--- src/csd_pkg.sv ---
// Purpose: constants for clock select and oscillation stop detection
// Assumes: one 200 MHz system clock, oscillators seen as tick pulses
// Notes: no timescale here, packages carry none
package csd_pkg;

  ////////////////////////////////////////////////////////////////////////
  // clock mode register layout
  localparam logic [7:0] CM_RESET = 8'h80; // internal osc, both running
  localparam logic [7:0] CM_LOCK_MASK = 8'h23; // bits 5, 1, 0
  localparam logic [7:0] CM_FREE_MASK = 8'hdc; // bits 7, 6, 4, 3, 2
  localparam int CM_DIV_HI = 7;
  localparam int CM_DIV_LO = 6;
  localparam int CM_RC_MODE = 5;
  localparam int CM_XIN_STOP = 4;
  localparam int CM_ROSC_STOP = 3;

  // divider select field codes
  localparam logic [1:0] CM_DIV_HIGH = 2'h0; // xin / 2
  localparam logic [1:0] CM_DIV_MID = 2'h1; // xin / 8
  localparam logic [1:0] CM_DIV_ROSC = 2'h2; // internal oscillator
  localparam logic [1:0] CM_DIV_DBL = 2'h3; // xin / 1, ceramic only

  ////////////////////////////////////////////////////////////////////////
  // internal oscillator division ratio select codes
  localparam logic [1:0] RD_DIV1 = 2'h0;
  localparam logic [1:0] RD_DIV2 = 2'h1;
  localparam logic [1:0] RD_DIV8 = 2'h2;
  localparam logic [1:0] RD_DIV128 = 2'h3;

  // divider terminal counts, ratio minus one
  localparam logic [6:0] LAST_1 = 7'h00;
  localparam logic [6:0] LAST_2 = 7'h01;
  localparam logic [6:0] LAST_8 = 7'h07;
  localparam logic [6:0] LAST_128 = 7'h7f;

  ////////////////////////////////////////////////////////////////////////
  // supervision register layout
  localparam int MS_ACTIVE = 0;
  localparam int MS_RST_EN = 1;
  localparam int MS_STATUS = 2;

  // internal oscillator ticks without an xin tick that mean "stopped"
  localparam logic [7:0] STOP_LIMIT = 8'h20;

endpackage

--- src/csd_div_if.sv ---
// Purpose: carrier between the clock controller and a tick divider
// Assumes: all signals in the system clock domain
// Notes: one instance per divider
`timescale 1ns/1ps
interface csd_div_if;
  logic tick_in; // source oscillator tick
  logic [6:0] last; // ratio minus one
  logic clear; // restart count
  logic tick_out; // divided tick, registered

  modport ctrl (output tick_in, output last, output clear,
                input tick_out);
  modport div (input tick_in, input last, input clear,
               output tick_out);
endinterface

--- src/csd_divider.sv ---
// Purpose: divide a tick stream by a selectable ratio
// Assumes: tick_in is a one-cycle pulse per source cycle
// Notes: a ratio change takes effect at the next wrap or at once
`timescale 1ns/1ps
module csd_divider
(
  input wire logic i_clock,
  input wire logic i_rst_n,
  csd_div_if.div bus
);

  logic [6:0] cnt_r; // source ticks seen in this period
  logic tick_r; // registered divided tick
  logic wrap; // terminal count reached on a tick

  // >= so a lowered ratio never leaves the counter stranded
  assign wrap = bus.tick_in && (cnt_r >= bus.last);

  ////////////////////////////////////////////////////////////////////////
  // period counter
  always_ff @(posedge i_clock or negedge i_rst_n)
  begin
    if (!i_rst_n)
      cnt_r <= 7'h00;
    else if (bus.clear || wrap)
      cnt_r <= 7'h00;
    else if (bus.tick_in)
      cnt_r <= cnt_r + 7'h01;
  end

  // output tick, one cycle per period
  always_ff @(posedge i_clock or negedge i_rst_n)
  begin
    if (!i_rst_n)
      tick_r <= 1'b0;
    else
      tick_r <= wrap && !bus.clear;
  end

  assign bus.tick_out = tick_r;

endmodule // csd_divider

--- src/csd_stop_det.sv ---
// Purpose: watch xin ticks using internal oscillator ticks
// Assumes: both ticks are one-cycle pulses in the system clock
// Notes: with the internal oscillator halted nothing is ever flagged
`timescale 1ns/1ps
module csd_stop_det
(
  input wire logic i_clock,
  input wire logic i_rst_n,
  input wire logic i_enable,
  input wire logic i_xin_tick,
  input wire logic i_rosc_tick,
  output logic o_stopped
);

  logic [7:0] gap_r; // internal ticks since the last xin tick
  logic stopped_r; // registered detection level

  ////////////////////////////////////////////////////////////////////////
  // gap counter, saturating at the limit
  always_ff @(posedge i_clock or negedge i_rst_n)
  begin
    if (!i_rst_n)
      gap_r <= 8'h00;
    else if (!i_enable || i_xin_tick)
      gap_r <= 8'h00;
    else if (i_rosc_tick && gap_r != csd_pkg::STOP_LIMIT)
      gap_r <= gap_r + 8'h01; // only internal ticks advance it
  end

  // detection level
  always_ff @(posedge i_clock or negedge i_rst_n)
  begin
    if (!i_rst_n)
      stopped_r <= 1'b0;
    else
      stopped_r <= i_enable && (gap_r == csd_pkg::STOP_LIMIT);
  end

  assign o_stopped = stopped_r;

endmodule // csd_stop_det

--- src/csd_clock_ctrl.sv ---
// Purpose: cpu clock source select, dividers and stop supervision
// Assumes: oscillators arrive as synchronous one-cycle tick pulses
// Notes: reset requests from other sources arrive as sync pulses
`timescale 1ns/1ps
module csd_clock_ctrl
(
  input wire logic i_clock,
  input wire logic i_rst_n,
  input wire logic i_xin_tick,
  input wire logic i_rosc_tick,
  input wire logic i_cm_wr,
  input wire logic [7:0] i_cm_wdata,
  input wire logic i_cm_rmw,
  input wire logic [2:0] i_cm_rmw_bit,
  input wire logic i_rd_wr,
  input wire logic [1:0] i_rd_wdata,
  input wire logic i_ms_wr,
  input wire logic [7:0] i_ms_wdata,
  input wire logic i_wdt_underflow,
  input wire logic i_ext_rst,
  input wire logic i_lvd_rst,
  input wire logic i_wdt_rst,
  input wire logic i_stp_rst,
  output logic [7:0] o_cm_rdata,
  output logic [1:0] o_rd_rdata,
  output logic [7:0] o_ms_rdata,
  output logic o_cpu_tick,
  output logic o_wdt_tick,
  output logic o_periph_tick,
  output logic o_xin_osc_en,
  output logic o_rosc_en,
  output logic o_rc_mode,
  output logic o_osc_stop_rst
);

  ////////////////////////////////////////////////////////////////////////
  // declarations
  logic [7:0] cm_r; // clock mode register
  logic lock_r; // bits 5, 1, 0 frozen
  logic [1:0] rdiv_r; // internal division ratio select
  logic active_r; // detector active
  logic rst_en_r; // stop reset enable
  logic status_r; // stop seen
  logic cpu_tick_r; // registered cpu tick
  logic src_tick_r; // registered source tick
  logic sys_rst; // any synchronous chip reset
  logic other_rst; // resets except the stop reset
  logic rosc_sel; // internal oscillator clocks the cpu
  logic rmw_other; // bit op aimed at a free bit
  logic [1:0] div_new; // divider field after a write
  logic enter_rosc; // xin to internal switch this cycle
  logic [6:0] xin_last; // xin ratio minus one
  logic [6:0] rosc_last; // internal ratio minus one
  logic det_stop; // detector says xin stopped
  logic stat_set; // status set event
  logic stat_clr; // status clear by write
  logic [7:0] lock_part; // next value of the locked bits

  csd_div_if xin_if();
  csd_div_if rosc_if();

  ////////////////////////////////////////////////////////////////////////
  // reset gathering
  assign other_rst = i_ext_rst || i_lvd_rst || i_wdt_rst || i_stp_rst;
  // stop reset folds in so all but the active and status bits restart with the chip
  assign sys_rst = other_rst || o_osc_stop_rst;

  ////////////////////////////////////////////////////////////////////////
  // clock mode register write path
  assign rmw_other = i_cm_rmw
                     && csd_pkg::CM_FREE_MASK[i_cm_rmw_bit];
  // a locked write or a bit op on a free bit keeps the stored mode bits
  assign lock_part = (lock_r || rmw_other)
                     ? (cm_r & csd_pkg::CM_LOCK_MASK)
                     : (i_cm_wdata & csd_pkg::CM_LOCK_MASK);
  assign div_new = i_cm_wdata[csd_pkg::CM_DIV_HI:csd_pkg::CM_DIV_LO];

  // register contents
  always_ff @(posedge i_clock or negedge i_rst_n)
  begin
    if (!i_rst_n)
      cm_r <= csd_pkg::CM_RESET;
    else if (sys_rst)
      cm_r <= csd_pkg::CM_RESET;
    else if (i_cm_wr)
      cm_r <= (i_cm_wdata & csd_pkg::CM_FREE_MASK) | lock_part;
  end

  // write-once lock; any first write, plain or bit op, closes it
  always_ff @(posedge i_clock or negedge i_rst_n)
  begin
    if (!i_rst_n)
      lock_r <= 1'b0;
    else if (sys_rst)
      lock_r <= 1'b0;
    else if (i_cm_wr)
      lock_r <= 1'b1;
  end

  ////////////////////////////////////////////////////////////////////////
  // source selection
  assign rosc_sel = (cm_r[csd_pkg::CM_DIV_HI:csd_pkg::CM_DIV_LO]
                     == csd_pkg::CM_DIV_ROSC);
  assign enter_rosc = i_cm_wr && !rosc_sel
                      && (div_new == csd_pkg::CM_DIV_ROSC);

  // internal division ratio; a switch to internal forces divide by 8
  always_ff @(posedge i_clock or negedge i_rst_n)
  begin
    if (!i_rst_n)
      rdiv_r <= csd_pkg::RD_DIV8;
    else if (sys_rst)
      rdiv_r <= csd_pkg::RD_DIV8;
    else if (enter_rosc)
      rdiv_r <= csd_pkg::RD_DIV8; // forced value wins the cycle
    else if (i_rd_wr)
      rdiv_r <= i_rd_wdata;
  end

  // xin ratio from the divider field
  always_comb
  begin
    case (cm_r[csd_pkg::CM_DIV_HI:csd_pkg::CM_DIV_LO])
      csd_pkg::CM_DIV_HIGH:
        xin_last = csd_pkg::LAST_2;
      csd_pkg::CM_DIV_MID:
        xin_last = csd_pkg::LAST_8;
      csd_pkg::CM_DIV_DBL:
        // double speed is unsafe with rc, fall back to divide by 2
        xin_last = cm_r[csd_pkg::CM_RC_MODE] ? csd_pkg::LAST_2
                                             : csd_pkg::LAST_1;
      default:
        xin_last = csd_pkg::LAST_8; // unused while internal selected
    endcase
  end

  // internal ratio from the select register
  always_comb
  begin
    case (rdiv_r)
      csd_pkg::RD_DIV1:
        rosc_last = csd_pkg::LAST_1;
      csd_pkg::RD_DIV2:
        rosc_last = csd_pkg::LAST_2;
      csd_pkg::RD_DIV8:
        rosc_last = csd_pkg::LAST_8;
      default:
        rosc_last = csd_pkg::LAST_128;
    endcase
  end

  ////////////////////////////////////////////////////////////////////////
  // dividers, one per oscillator
  assign xin_if.tick_in = i_xin_tick;
  assign xin_if.last = xin_last;
  assign xin_if.clear = sys_rst;
  assign rosc_if.tick_in = i_rosc_tick;
  assign rosc_if.last = rosc_last;
  assign rosc_if.clear = sys_rst;

  csd_divider u_xin_div
  (
    .i_clock (i_clock),
    .i_rst_n (i_rst_n),
    .bus (xin_if.div)
  );

  csd_divider u_rosc_div
  (
    .i_clock (i_clock),
    .i_rst_n (i_rst_n),
    .bus (rosc_if.div)
  );

  // cpu tick from the selected divider
  always_ff @(posedge i_clock or negedge i_rst_n)
  begin
    if (!i_rst_n)
      cpu_tick_r <= 1'b0;
    else
      cpu_tick_r <= rosc_sel ? rosc_if.tick_out
                             : xin_if.tick_out;
  end

  // undivided source tick for watchdog and peripherals
  always_ff @(posedge i_clock or negedge i_rst_n)
  begin
    if (!i_rst_n)
      src_tick_r <= 1'b0;
    else
      src_tick_r <= rosc_sel ? i_rosc_tick : i_xin_tick;
  end

  ////////////////////////////////////////////////////////////////////////
  // oscillator run controls; the selected source can never be stopped
  assign o_xin_osc_en = !(cm_r[csd_pkg::CM_XIN_STOP]
                          && rosc_sel);
  assign o_rosc_en = !(cm_r[csd_pkg::CM_ROSC_STOP]
                       && !rosc_sel);

  ////////////////////////////////////////////////////////////////////////
  // stop detector
  csd_stop_det u_det
  (
    .i_clock (i_clock),
    .i_rst_n (i_rst_n),
    .i_enable (active_r),
    .i_xin_tick (i_xin_tick),
    .i_rosc_tick (i_rosc_tick),
    .o_stopped (det_stop)
  );

  // watchdog underflow is a known false trigger while active
  assign stat_set = active_r && (det_stop || i_wdt_underflow);
  assign stat_clr = i_ms_wr && !i_ms_wdata[csd_pkg::MS_ACTIVE];

  // detector active bit, kept across its own reset
  always_ff @(posedge i_clock or negedge i_rst_n)
  begin
    if (!i_rst_n)
      active_r <= 1'b0;
    else if (i_ext_rst)
      active_r <= 1'b0;
    else if (i_ms_wr)
      active_r <= i_ms_wdata[csd_pkg::MS_ACTIVE];
  end

  // stop reset enable, cleared by every reset so it cannot loop
  always_ff @(posedge i_clock or negedge i_rst_n)
  begin
    if (!i_rst_n)
      rst_en_r <= 1'b0;
    else if (sys_rst)
      rst_en_r <= 1'b0;
    else if (i_ms_wr)
      rst_en_r <= i_ms_wdata[csd_pkg::MS_RST_EN];
  end

  // status; set beats a clear in the same cycle
  always_ff @(posedge i_clock or negedge i_rst_n)
  begin
    if (!i_rst_n)
      status_r <= 1'b0;
    else if (other_rst)
      status_r <= 1'b0;
    else if (stat_set)
      status_r <= 1'b1;
    else if (stat_clr)
      status_r <= 1'b0;
  end

  // internal reset whenever enabled with a retained stop
  assign o_osc_stop_rst = active_r && status_r && rst_en_r;

  ////////////////////////////////////////////////////////////////////////
  // outputs
  assign o_cm_rdata = cm_r;
  assign o_rd_rdata = rdiv_r;
  assign o_ms_rdata = {5'h00, status_r, rst_en_r, active_r};
  assign o_cpu_tick = cpu_tick_r;
  assign o_wdt_tick = src_tick_r;
  assign o_periph_tick = src_tick_r; // divider never touches it
  assign o_rc_mode = cm_r[csd_pkg::CM_RC_MODE];
endmodule // csd_clock_ctrl

--- config.mk ---
export PLATFORM = sky130hd
export DESIGN_NAME = csd_clock_ctrl
export DESIGN_NICKNAME = d
export VERILOG_FILES = /design/src/csd_pkg.sv /design/src/csd_div_if.sv /design/src/csd_divider.sv /design/src/csd_stop_det.sv /design/src/csd_clock_ctrl.sv
export SDC_FILE = /design/constraint.sdc
export NUM_CORES = 1
export LEC_CHECK = 0
export ABC_AREA = 1
export BUFFER_PORTS_ARGS = -buffer_cell sky130_fd_sc_hd__buf_2
export CELL_PAD_IN_SITES_DETAIL_PLACEMENT = 0
export CELL_PAD_IN_SITES_GLOBAL_PLACEMENT = 1
export CORE_UTILIZATION = 40
export DETAILED_ROUTE_END_ITERATION = 10
export GPL_ROUTABILITY_DRIVEN = 0
export PLACE_DENSITY = 0.84
export SLEW_MARGIN = 40
export SYNTH_ARGS = -nofsm -noshare
export SYNTH_HDL_FRONTEND = slang
export SYNTH_HIERARCHICAL = 1
export SYNTH_SLANG_ARGS = --single-unit
export TNS_END_PERCENT = 30
--- constraint.sdc ---
create_clock -name i_clock -period 2.75 [get_ports i_clock]
set_input_delay 0.275 -clock i_clock [delete_from_list [all_inputs] [get_ports i_clock]]
set_output_delay 0.275 -clock i_clock [all_outputs]
set_load 0.02 [all_outputs]
# --- Word-level counts from Yosys, hierarchy flattened ---
# Memory sizes are Yosys's and may differ from the RTL's.
# Index checks and enable logic that the tools add are counted.
word_totals:
  mem_bits_ro: 8
  word_cells: 96
  input_bits: 34
  mem_count: 1
  reg_bits: 41
  out_inout_bits: 25
classes:
  bitwise_logic: 1
  reduce_logical: 40
  n_addsub: 3
  n_mux: 27
  n_eq_ne: 7
  n_lt_le_gt_ge: 3
memory_table:
  columns: ["memory", "words", "width", "rd", "rd_clocked_by_memory_dff", "write_ports", "line", "source"]
  rows:
  - ["(no name shown)", 8, 1, 1, 0, 0, "csd_clock_ctrl.sv:71", "&& csd_pkg::CM_FREE_MASK[i_cm_rmw_bit];"]
ops:
  columns: ["op", "count"]
  rows:
  - ["$mux 8", 4]
  - ["$mux 7", 4]
  - ["$pmux 7 s3", 1]
  - ["$logic_and 1x1->1", 15]
  - ["$add 7x1->7 const B", 2]
  - ["$mux 1", 13]
  - ["$reduce_bool 2->1", 6]
  - ["$logic_or 1x1->1", 9]
  - ["$add 8x1->8 const B", 1]
  - ["$eq 2x2->1 const B", 4]
  - ["$eq 8x6->1 const B", 1]
  - ["$ne 8x6->1 const B", 1]
  - ["$or 8x6->8", 1]
  - ["$ge 7x3->1", 1]
  - ["$ge 7x7->1", 1]
  - ["$logic_not 1->1", 6]
  - ["$mux 2", 3]
  - ["$mux 6", 1]
  - ["$pmux 3 s2", 1]
  - ["$reduce_bool 3->1", 2]
  - ["$logic_not 2->1", 2]
  - ["$lt 3x4->1 const B", 1]
  - ["$eq 2x1->1 const B", 1]

# --- Longest topological paths before layout ---
# Gate-level depths: netlist of run 1.
depth:
  ltp_word: 8
  depth_mapped: 11
  mapped_depth_nobuf: 11

# --- Cells and area by module ---
# Netlist of run 1, hierarchy kept.
by_module_without_submodules:
  columns: ["mod", "seq_area_each_um2", "cells_per_inst", "area_each_um2", "n_inst"]
  rows:
  - ["csd_divider", 200.2, 80, 611.8, 2]
  - ["csd_clock_ctrl", 402.9, 108, 914.6, 1]
  - ["csd_stop_det", 225.2, 80, 583.1, 1]

# --- Worst setup path after synthesis of run 1 ---
# No wires, ideal clock.
synth_path:
  path_type: "register to register"
  from: "register cm_r[7] (netlist: o_cm_rdata[7])"
  to: "register u_xin_div.cnt_r[0]"
  required_time_ns: 2.678
  slack_ns: 0.657
  period_less_slack_ns: 2.093
  path_stages_with_launch: 12
  arrival_ns: 2.021
  setup_ns: 0.072
  n_path_buf: 0
  path_cell_list: "dfstp_2 > inv_1 > ha_1 > a211o_1 > ha_1 > nand2_1 > nor2_1 > nand2_1 > nand3_1 > o21ai_1 > nand2_2 > nor2_1"
synth_between:
  elab_chain_cells: 6
  elab_cells_between_ends: 8
  classes_between: "order compare: 1; eq/ne: 1; mux: 2; reduce/logical: 4"
synth_lines:
  columns: ["item", "line", "source"]
  rows:
  - ["start: declaration", "csd_clock_ctrl.sv:38", "logic [7:0] cm_r;"]
  - ["start signal: assignment", "csd_clock_ctrl.sv:82", "cm_r <= csd_pkg::CM_RESET;"]
  - ["start signal: assignment", "csd_clock_ctrl.sv:84", "cm_r <= csd_pkg::CM_RESET;"]
  - ["start signal: assignment", "csd_clock_ctrl.sv:86", "cm_r <= (i_cm_wdata & csd_pkg::CM_FREE_MASK) | lock_part;"]
  - ["$eq 2x2->1 or $logic_not 2->1 (tied branches)", "csd_clock_ctrl.sv:123", "case (cm_r[csd_pkg::CM_DIV_HI:csd_pkg::CM_DIV_LO])"]
  - ["$pmux 3 s2 *", "csd_clock_ctrl.sv:123", null]
  - ["via xin_if.last[1]", "csd_div_if.sv:7", "logic [6:0] last;"]
  - ["$ge 7x3->1 *", "csd_divider.sv:17", "assign wrap = bus.tick_in && (cnt_r >= bus.last);"]
  - ["$logic_and 1x1->1 *", "csd_divider.sv:17", null]
  - ["$logic_or 1x1->1 *", "csd_divider.sv:25", "else if (bus.clear || wrap)"]
  - ["$mux 7 or $reduce_bool 2->1 (tied branches)", null, null]
  - ["end signal: assignment", "csd_divider.sv:28", "cnt_r <= cnt_r + 7'h01;"]
  - ["end: declaration", "csd_divider.sv:12", "logic [6:0] cnt_r;"]
# The timed path passes the listed nets; every way through them passes the cells marked *.
# A chain may end at the register's enable or synchronous reset.

# --- Worst setup path after layout of run 1 ---
layout_path:
  from: "register cm_r[7] (netlist: o_cm_rdata[7])"
  to: "register u_xin_div.cnt_r[2]"
# The elaborated chain is that of the path after synthesis.

==> flow_summary.toml, run 1 <==
[power_and_ir_drop]
powerDensity_mw_per_mm2 = 369
vdd_drop_max_v = 0.000303
leakage_nw = 1.61
p_total_mw = 1.14

[worst_hold_path]
holdCritStartpoint = "i_ext_rst"
hold_class = "primary input to flip-flop"

[final_layout]
drive_gt1_frac = 0.231
fin_cells = 475
nets = 452
n_antenna_cell = 0
final_util = 0.478
areaGrowthSynthToFinish_pct = 13.4
design_area_mm2 = 0.00309

[setup_path]
max_stage_delay_ns = 0.56
critical_path_class = "flip-flop to flip-flop"
start_kind = "flip-flop"
path_max_fanout = 6
crit_end = "u_xin_div/cnt_r[2]"
cp-end-kind = "flip-flop"
slowest_stage = "dfstp_2"
crit_arrival_ns = 2.45
cp.required_ns = 2.98
path_cells = "inv_1, ha_1, a211o_1, ha_1, nand2_1, nor2_1, nand2_1, nand3_1, o21ai_1, nand2_2, nor2_1"
worstReg2RegEnd = "u_xin_div/cnt_r[2]"
crit_start = "o_cm_rdata[7]"
reg2reg_slack_ns = 0.52
reg2reg_depth = 11
r2r_start = "o_cm_rdata[7]"

[clock_network]
post_cts_resized = 0
cts_htree_levels = 2
worst_skew_pair.late_latency_ns = 0.30
cts_max_path_buffers = 2
path_clk_slew_ns = 0.10
cts_tree = "yes"
clock_sinks = 41
numCtsBuffers = 5
cts_root_buf = "clkbuf_8"

[status]
status = "finished with violations"
failed_checks = "design-rule violations"

[floorplanning]
core-area_mm2 = 0.00646
row_count = 29
fp.dieW_um = 84.5
ios = 59
fp.dieArea_mm2 = 0.00714
initial_core_util = 0.421
fp.dieH_um = 84.5

[detailed_routing]
highest_layer = "met4"
dr_total_vias = 2251
route.detailed.wl_per_inst_um = 11.3
drc_errors = 4
drt_iter0_markers = 119
vias_per_cell = 4.74
met1_length_mm = 2.62
routed_wl_mm = 5.37
wl_met2_mm = 2.50
wl_met3_um = 192
ant_nets = 0
drt_pass1_iterations = 7

[logic_synthesis]
synth_fa_ha_area_frac = 0.0966
synth_mux_area_frac = 0.00368
synth_most_common_cell = "nand2_1"
synth-compound-area-share = 0.0368
yosys_most_used_dff = "dfrtp_1"
synth_edf_count = 0
synth_area_per_cell_um2 = 7.82
synth-xor-area-share = 0.0290
ys_seq_area_frac = 0.378
synth_top_family_by_area = "simple AND/OR/NAND/NOR gates"
synthSimpleGateAreaFrac = 0.349
ys_seq_elements = 41
synth_top_area_cell = "dfrtp_1"
syn-cell-area_mm2 = 0.00272
synthArstFlopShare = 1.00
ys_types = 35
synth_top_area_frac = 0.359
yosys_warnings = 6
synth_commonest_cells = "nand2_1, nor2_1, inv_1"
synth_area_leaders = "dfrtp_1, nand2_1, ha_1"
synth_cells = 348

[timing]
layout_worst_path_cycle_share = 0.809
setup_viol = 0
hold_violations = 0
final_max_slew_viol_count = 0
fin_crit_ns = 2.23
fmax_mhz = 449
rsz0062_at_grt = "false"
fin_hold_ws_ns = 0.181
worst_pin_slew_ns = 0.591
finalWorstSetupSlack_ns = 0.524
fin_setup_tns_ns = 0
fin_skew_ns = 0.0174
timing.slew.headroom = 0.606

[placed_design]
dp_cells = 466
postPlaceCellArea_mm2 = 0.00298
post-dp-hpwl_mm = 4.20
post-place-ws_ns = 0.527
io_buffers = 47

[grt]
grt_use_total = 0.171
grt_remaining_overflow = 0
antenna_found_initial = 0
grt_pass1_wl_mm = 9.97
grt_pass1_vias = 2301
grt_max_degree = 42

[flow_run]
cap_violations = 0
-- critical path, delay by kind of cell (launching register included) --
kind / cells / cell delay, ns
AND/OR/NAND/NOR: 6 / 0.50
flip-flops: 1 / 0.56
adder cells (fa/ha/maj): 2 / 0.59
AO/OA/AOI/OAI: 2 / 0.45
buffers and inverters: 1 / 0.06
-- flip-flops by register name, indices dropped and copies added (netlist names) --
signal and count:
active_r 1, u_xin_div/bus.tick_out 1, rst_en_r 1, o_periph_tick 1, u_xin_div/cnt_r 7, o_cpu_tick 1, u_rosc_div/bus.tick_out 1, status_r 1
o_rd_rdata 2, u_det/gap_r 8, u_rosc_div/cnt_r 7, o_cm_rdata 8, lock_r 1, u_det/o_stopped 1
-- power by group --
part / leakage [nW] / internal, mW / switching (mW) / total, mW
Combinational: 1.01 / 0.0373 / 0.0768 / 0.114
Clock: 0.0447 / 0.183 / 0.226 / 0.410
Sequential: 0.562 / 0.608 / 0.00596 / 0.614
Total: 1.61 / 0.829 / 0.309 / 1.14
-- worst min path at each step --
| stage | end | cells past startpoint |
|---|---|---|
| CTS | active_r | 2 |
| floorplan | active_r | 0 |
| global route | o_rd_rdata[1] | 2 |
| global placement | o_cpu_tick | 2 |
| finish | active_r | 2 |
| detailed placement | u_rosc_div/cnt_r[6] | 1 |
-- kinds of logic (layout without fill, tap and decap cells) --
| logic type | after synthesis | in the layout |
|---|---|---|
| multiplexers | 1 | 1 |
| AND/OR/NAND/NOR | 195 | 195 |
| other | 1 | 9 |
| AO/OA/AOI/OAI | 17 | 17 |
| buffers and inverters | 63 | 105 |
| adder cells (fa/ha/maj) | 21 | 21 |
| XOR/XNOR | 9 | 9 |
| flip-flops | 41 | 41 |
-- metal layers --
| metal | vias to the layer above | global-route usage |
|---|---|---|
| li1 | 1178 | - |
| met1 | 1025 | 0.211 |
| met2 | 42 | 0.307 |
| met3 | 6 | 0.0354 |
| met4 | 0 | 0.0370 |
| met5 | - | 0 |
-- cells in the final DEF, fill, tap and decap left out, drive strengths merged --
| master | instances |
|---|---|
| nand2 | 86 |
| nor2 | 58 |
| inv | 50 |
| buf | 47 |
| dfrtp | 39 |
| nand3 | 37 |
| ha | 21 |
| conb | 9 |
| nand4 | 8 |
| o21ai | 7 |
| a21oi | 5 |
| clkbuf | 5 |
| xor2 | 5 |
| xnor2 | 4 |
| nor3 | 4 |
| dfstp | 2 |
| a21o | 2 |
| or2 | 1 |
| a211o | 1 |
| nor3b | 1 |
| mux2i | 1 |
| o2111ai | 1 |
| clkinvlp | 1 |
| clkinv | 1 |
| dlygate4sd3 | 1 |
| o21a | 1 |
-- layout make-up --
type	instances	area [µm²]
timing repair buffer	48	248
sequential	41	1030
tap	77	96.3
clock inverter	3	25.0
clock buffer	5	68.8
inverter	49	184
multi-input combinational	252	1440
fill	665	3370
-- timing repair --
action	4_1_cts	5_1_grt
hold endpoints to repair	39	0
endpoints found under the setup margin	0	0
hold buffers	1	0
setup buffers	0	0
(Power assumes the default switching activity.)
==> inputs of run 2 (changes only) <==
--- a/config.mk
+++ b/config.mk
@@ -5,14 +5,14 @@
 export SDC_FILE = /design/constraint.sdc
 export NUM_CORES = 1
 export LEC_CHECK = 0
-export ABC_AREA = 1
+export ABC_AREA = 0
 export BUFFER_PORTS_ARGS = -buffer_cell sky130_fd_sc_hd__buf_2
 export CELL_PAD_IN_SITES_DETAIL_PLACEMENT = 0
 export CELL_PAD_IN_SITES_GLOBAL_PLACEMENT = 1
-export CORE_UTILIZATION = 40
+export CORE_UTILIZATION = 37
 export DETAILED_ROUTE_END_ITERATION = 10
 export GPL_ROUTABILITY_DRIVEN = 0
-export PLACE_DENSITY = 0.84
+export PLACE_DENSITY = 0.79
 export SLEW_MARGIN = 40
 export SYNTH_ARGS = -nofsm -noshare
 export SYNTH_HDL_FRONTEND = slang
==> constraint.sdc (replaced) <==
create_clock -name i_clock -period 1.84 [get_ports i_clock]
set_input_delay 0.184 -clock i_clock [delete_from_list [all_inputs] [get_ports i_clock]]
set_output_delay 0.184 -clock i_clock [all_outputs]
set_load 0.02 [all_outputs]
==> run 2 against run 1 <==
  * Clock-buffer cell count is 1 higher
  * Hold slack lost 0.13 ns
  * Clock skew fell by 0.011 ns
  * Highest routed layer unchanged
  * Cell area increased by 0.81%
  * Non-clock buffer count grew 11
  * Cell count fell by 13%
  * Via count is 7.9% lower
  * Utilization is 1.7 points lower
  * Combinational power rose by 53%
  * The flow finishes with violations (negative setup slack)
  * Register-to-register slack worse by 0.81 ns
  * Critical path type unchanged
==> flow_summary.toml, run 2 <==
[setup_path]
cp-end-kind = "flip-flop"
start_kind = "flip-flop"
crit_arrival_ns = 2.34
reg2reg_depth = 9
critical_path_class = "flip-flop to flip-flop"
cp.required_ns = 2.06
path_max_fanout = 8

[logic_synthesis]
synthArstFlopShare = 1.00
synth_cells = 274
syn-cell-area_mm2 = 0.00258
synth_edf_count = 0
synth_commonest_cells = "dfrtp_1, ha_1, inv_1, nand3_1, nor2_1"
synth_top_area_frac = 0.379
yosys_most_used_dff = "dfrtp_1"
synth_most_common_cell = "dfrtp_1"
ys_seq_elements = 41
ys_seq_area_frac = 0.399
synth_area_per_cell_um2 = 9.41
yosys_warnings = 6
ys_types = 50
synth_top_area_cell = "dfrtp_1"
synth_area_leaders = "dfrtp_1, ha_1, nand3_1"

[final_layout]
ff_latch_area_mm2 = 0.00103
nFillCells = 642
nets = 385
drive_gt1_frac = 0.299
mostFrequentLayoutCells = "buf_2, dfrtp_1, nand3_1"
multiInputGateArea_mm2 = 0.00147
n_antenna_cell = 0
layout_commonest_cell = "buf_2"
areaGrowthSynthToFinish_pct = 20.7

[grt]
grt_remaining_overflow = 0
antenna_found_initial = 0
grt_pass1_wl_mm = 8.97
grt_pass1_vias = 1969
grt_use_total = 0.155
grt_max_degree = 42

[timing]
fin_crit_ns = 2.13
timing.slew.headroom = 0.650
setup_viol = 9
layout_worst_path_cycle_share = 1.16
final_max_slew_viol_count = 0
rsz0062_at_grt = "true"
hold_violations = 0
fin_skew_ns = 0.00651
finalWorstSetupSlack_ns = -0.286
fmax_mhz = 470
worst_pin_slew_ns = 0.525

[power_and_ir_drop]
p_total_mw = 1.80
leakage_nw = 1.45
powerDensity_mw_per_mm2 = 579
vdd_drop_max_v = 0.000293

[clock_network]
cts_max_path_buffers = 2
path_clk_slew_ns = 0.08
cts_htree_levels = 2
cts_root_buf = "clkbuf_8"
worst_skew_pair.late_latency_ns = 0.29
clock_sinks = 41
numCtsBuffers = 5
cts_tree = "yes"

[floorplanning]
fp.dieH_um = 85.5
fp.dieW_um = 85.5
fp.dieArea_mm2 = 0.00730
row_count = 30
core-area_mm2 = 0.00676
initial_core_util = 0.381
ios = 59

[worst_hold_path]
whs_path_depth = 2
hold_class = "primary input to flip-flop"

[detailed_routing]
highest_layer = "met4"
drt_iter0_markers = 91
met1_length_mm = 2.54
ant_nets = 0
drc_errors = 0
dr_total_vias = 2074
drt_pass1_iterations = 4
wl_met3_um = 210
route.detailed.wl_per_inst_um = 12.8
wl_met2_mm = 2.43
vias_per_cell = 5.05
routed_wl_mm = 5.25

[status]
failed_checks = "negative setup slack"
status = "finished with violations"

[flow_run]
cap_violations = 0

[placed_design]
post-place-ws_ns = -0.297
post-dp-hpwl_mm = 3.98
io_buffers = 47
[run 2: final timing paths]
path / slack, ns / endpoint / startpoint
worst max-delay path: -0.29 / u_xin_div/cnt_r[4] / o_cm_rdata[7]
worst min-delay path: 0.05 / active_r / i_ext_rst
worst max register to register: -0.29 / u_xin_div/cnt_r[4] / o_cm_rdata[7]
worst min register to register: 0.50 / o_cpu_tick / u_rosc_div/bus.tick_out
max in group asynchronous: 0.99 / o_rd_rdata[1] / i_rst_n
min in group asynchronous: 0.48 / u_xin_div/cnt_r[2] / i_rst_n
[run 2: kinds of logic after synthesis]
logic type                 count (synthesis)  share of synthesized area
other                                      1                    0.00145
AOI/OAI and AO/OA                         42                      0.112
muxes                                     12                     0.0481
and+or+nand+nor                          111                      0.242
xor gates and xnor gates                   6                     0.0204
adders and majority gates                 21                      0.102
DFF                                       41                      0.399
buffers and inverters                     40                     0.0757
[run 2: final cells by class]
class,instances,share of cell area
clock inverter,2,0.0113
sequential,41,0.331
clock buffer,6,0.0233
multi-input combinational,201,0.471
inverter,22,0.0265
timing repair buffer,59,0.105
tap,80,0.0322
[run 2: critical path: stages (launching register included)]
cell and delay, ns:
dfstp_2 0.55, inv_2 0.05, ha_4 0.21, a211o_1 0.23, ha_1 0.27, nor2b_1 0.14, o21ai_2 0.08, a21oi_4 0.25
nand3_1 0.11, a31oi_1 0.17
[run 2: power by group]
group	internal, mW	switching [mW]
Combinational	0.0707	0.103
Clock	0.403	0.313
Sequential	0.908	0.00490
Total	1.38	0.422
[run 2: stage by stage]
stage / hold WS [ns] / cells / setup TNS (ns) / util / cell area, µm²
6_report: 0.0470 / 411 / -2.02 / 0.461 / 3110
5_1_grt: 0.0500 / 411 / -3.90 / 0.461 / 3110
4_1_cts: 0.0450 / 411 / -2.15 / 0.459 / 3100
3_5_place_dp: 0.284 / 401 / -2.98 / 0.432 / 2920
3_3_place_gp: 0.282 / 401 / -2.53 / 0.432 / 2920
2_1_floorplan: -0.112 / 282 / -2.31 / - / 2620
[run 2: repair_timing]
action,4_1_cts,5_1_grt
pin swaps,12,2
resized for setup,8,2
endpoints found under the setup margin,16,16
endpoints found under the hold margin,39,0
hold buffers,1,0
buffers inserted,1,0
gates cloned,0,0
[run 2: per-layer routing]
| layer | vias up | track usage |
|---|---|---|
| met1 | 970 | 0.205 |
| met3 | 6 | 0.0350 |
| li1 | 1055 | - |
| met5 | - | 0 |
| met2 | 43 | 0.249 |
| met4 | 0 | 0.0545 |
==> inputs of run 3 (changes only) <==
--- a/config.mk
+++ b/config.mk
@@ -9,13 +9,12 @@
 export BUFFER_PORTS_ARGS = -buffer_cell sky130_fd_sc_hd__buf_2
 export CELL_PAD_IN_SITES_DETAIL_PLACEMENT = 0
 export CELL_PAD_IN_SITES_GLOBAL_PLACEMENT = 1
-export CORE_UTILIZATION = 37
+export CORE_UTILIZATION = 36
 export DETAILED_ROUTE_END_ITERATION = 10
 export GPL_ROUTABILITY_DRIVEN = 0
-export PLACE_DENSITY = 0.79
+export PLACE_DENSITY = 0.78
 export SLEW_MARGIN = 40
 export SYNTH_ARGS = -nofsm -noshare
 export SYNTH_HDL_FRONTEND = slang
-export SYNTH_HIERARCHICAL = 1
 export SYNTH_SLANG_ARGS = --single-unit
 export TNS_END_PERCENT = 30
==> run 3 against run 2 <==
  * The run still ends with negative setup slack left
  * Die area decreased by 6.2%
  * Via count fell by 11%
  * Utilization decreased by 0.71 points
  * Wire length decreased by 6.1%
  * Hold slack gained 0.035 ns
  * Clock-buffer cell count stayed put
  * First-iteration DRC count fell by 13%
  * Largest cell class unchanged
  * Largest power group unchanged
==> flow_summary.toml, run 3 <==
[worst_hold_path]
whs_path_depth = 2
hold_class = "primary input to flip-flop"
hold-path-endpoint = "active_r"
holdCritStartpoint = "i_ext_rst"

[detailed_routing]
dr_total_vias = 1850
route.detailed.wl_per_inst_um = 13.5
drt_pass1_iterations = 4
drt_iter0_markers = 79
vias_per_cell = 5.07
routed_wl_mm = 4.93
ant_nets = 0
drc_errors = 0

[setup_path]
r2r_start = "o_cm_rdata[7]"
reg2reg_slack_ns = -0.20
critical_path_class = "flip-flop to flip-flop"
cp-end-kind = "flip-flop"
max_stage_delay_ns = 0.54
start_kind = "flip-flop"
crit_arrival_ns = 2.25
path_max_fanout = 5
reg2reg_depth = 8
path_cells = "inv_2, ha_4, a211o_1, ha_1, nand2b_4, a21oi_4, o21ai_4, a221oi_2"
cp.required_ns = 2.05
slowest_stage = "dfstp_2"
worstReg2RegEnd = "u_xin_div.cnt_r[4]"

[logic_synthesis]
synth_edf_count = 0
yosys_warnings = 0
synth_most_common_cell = "dfrtp_1"
synth_cells = 232
yosys_most_used_dff = "dfrtp_1"
ys_types = 52
synth_top_area_cell = "dfrtp_1"
synth_top_area_frac = 0.416
synth_area_leaders = "dfrtp_1, ha_1, mux2i_1"
syn-cell-area_mm2 = 0.00235
synth_commonest_cells = "dfrtp_1, nor2_1, ha_1"
ys_seq_area_frac = 0.438
synthArstFlopShare = 1.00
synth_area_per_cell_um2 = 10.1
ys_seq_elements = 41

[timing]
layout_worst_path_cycle_share = 1.11
hold_violations = 0
finalWorstSetupSlack_ns = -0.200
rsz0062_at_grt = "true"
setup_viol = 13
fin_skew_ns = 0.0139
timing.slew.headroom = 0.651
fmax_mhz = 490
final_max_slew_viol_count = 0
worst_pin_slew_ns = 0.523
fin_crit_ns = 2.04

[final_layout]
fin_cells = 365
nets = 337
areaGrowthSynthToFinish_pct = 21.9
design_area_mm2 = 0.00286
layout_commonest_cell = "buf_2"
final_util = 0.453
mostFrequentLayoutCells = "buf_2, dfrtp_1, nor2_1"
drive_gt1_frac = 0.323
n_antenna_cell = 0

[grt]
grt_pass1_wl_mm = 7.87
grt_remaining_overflow = 0
grt_max_degree = 42
grt_pass1_vias = 1707
grt_use_total = 0.155
antenna_found_initial = 0

[flow_run]
cap_violations = 0

[placed_design]
dp_cells = 355
postPlaceCellArea_mm2 = 0.00271
post-dp-hpwl_mm = 3.58
io_buffers = 47

[clock_network]
clock_sinks = 41
numCtsBuffers = 5
cts_tree = "yes"
cts_max_path_buffers = 2
cts_root_buf = "clkbuf_8"
cts_htree_levels = 2
worst_skew_pair.late_latency_ns = 0.29
path_clk_slew_ns = 0.08

[status]
status = "finished with violations"
failed_checks = "negative setup slack"

[floorplanning]
fp.dieArea_mm2 = 0.00685
row_count = 29
fp.dieH_um = 82.8
ios = 59
fp.dieW_um = 82.8
core-area_mm2 = 0.00631
initial_core_util = 0.372

[power_and_ir_drop]
leakage_nw = 1.39
vdd_drop_max_v = 0.000402
powerDensity_mw_per_mm2 = 590
## run 3: cell types whose count changed after synthesis, moves of 4 or more
cell | before | now
a211oi_1 | 0 | 4
nand2b_1 | 11 | 5
nand3_1 | 21 | 8
o31ai_1 | 4 | 0
xor2_1 | 2 | 6
ha_1 | 21 | 15
a21oi_1 | 14 | 9
and3_1 | 1 | 6
inv_1 | 21 | 14
## run 3: cells by family (layout without fill, tap and decap cells)
logic type / Yosys count / in the layout / share of synthesized area
muxes: 10 / 10 / 0.0432
adders and majority gates: 15 / 15 / 0.0799
and+or+nand+nor: 78 / 78 / 0.186
buffers and inverters: 31 / 83 / 0.0666
other: 1 / 5 / 0.00160
AOI/OAI and AO/OA: 45 / 45 / 0.143
xor gates and xnor gates: 11 / 11 / 0.0410
DFF: 41 / 41 / 0.438
## run 3: what timing repair did
item                                    CTS  global route
setup buffers                             1             1
hold buffers                              1             0
gates resized for setup                   4             6
endpoints found under the hold margin    39             0
pin swaps                                 3             3
endpoints found under the setup margin   14            14
gates cloned                              0             0
## run 3: where the power goes
| group | total, mW | switching [mW] | leakage [nW] | internal [mW] |
|---|---|---|---|---|
| Combinational | 0.166 | 0.104 | 0.789 | 0.0617 |
| Sequential | 0.914 | 0.00653 | 0.562 | 0.908 |
| Clock | 0.610 | 0.313 | 0.0433 | 0.297 |
## run 3: routing by layer
| layer | up-vias | GRT usage | routed length [µm] |
|---|---|---|---|
| met3 | 5 | 0.0328 | 178 |
| met1 | 892 | 0.204 | 2350 |
| met5 | - | 0 | 0 |
| li1 | 920 | - | - |
| met4 | 0 | 0.0672 | 85 |
| met2 | 33 | 0.247 | 2320 |
## run 3: worst max-delay path: cells and delay by family (launching register included)
| family | cells | cell delay, ns |
|---|---|---|
| buffers and inverters | 1 | 0.05 |
| AND/OR/NAND/NOR | 1 | 0.14 |
| adder cells (fa/ha/maj) | 2 | 0.50 |
| flip-flops | 1 | 0.54 |
| AO/OA/AOI/OAI | 4 | 0.71 |
## run 3: metrics by stage
step           hold WS (ns)  worst slack [ns]  TNS [ns]  total power, mW
2_1_floorplan        -0.112            -0.229     -1.31             1.03
3_3_place_gp          0.282            -0.155     -1.38             1.09
3_5_place_dp          0.288            -0.198     -1.59             1.10
4_1_cts              0.0708            -0.203     -1.48             1.71
5_1_grt              0.0803            -0.318     -2.40             1.76
6_report             0.0824            -0.200     -1.18             1.69
## run 3: cell type report
cell class                 count  area [µm²]
clock buffer                   6        82.6
clock inverter                 1        7.51
fill                         631        3450
inverter                      15        56.3
multi-input combinational    164        1250
sequential                    41        1030
tap                           77        96.3
timing repair buffer          61         343
## run 3: worst max-delay path by stage
| stage | startpoint | to | slack, ns | depth (start not counted) |
|---|---|---|---|---|
| after floorplan | o_cm_rdata[7] | u_xin_div.cnt_r[4] | -0.23 | 8 |
| after global placement | o_cm_rdata[7] | u_xin_div.cnt_r[4] | -0.16 | 8 |
| after detailed placement | o_cm_rdata[7] | u_xin_div.cnt_r[3] | -0.20 | 8 |
| after CTS | o_cm_rdata[7] | u_xin_div.cnt_r[4] | -0.20 | 8 |
| after global routing | o_cm_rdata[7] | u_xin_div.cnt_r[4] | -0.32 | 8 |
| final | o_cm_rdata[7] | u_xin_div.cnt_r[4] | -0.20 | 8 |
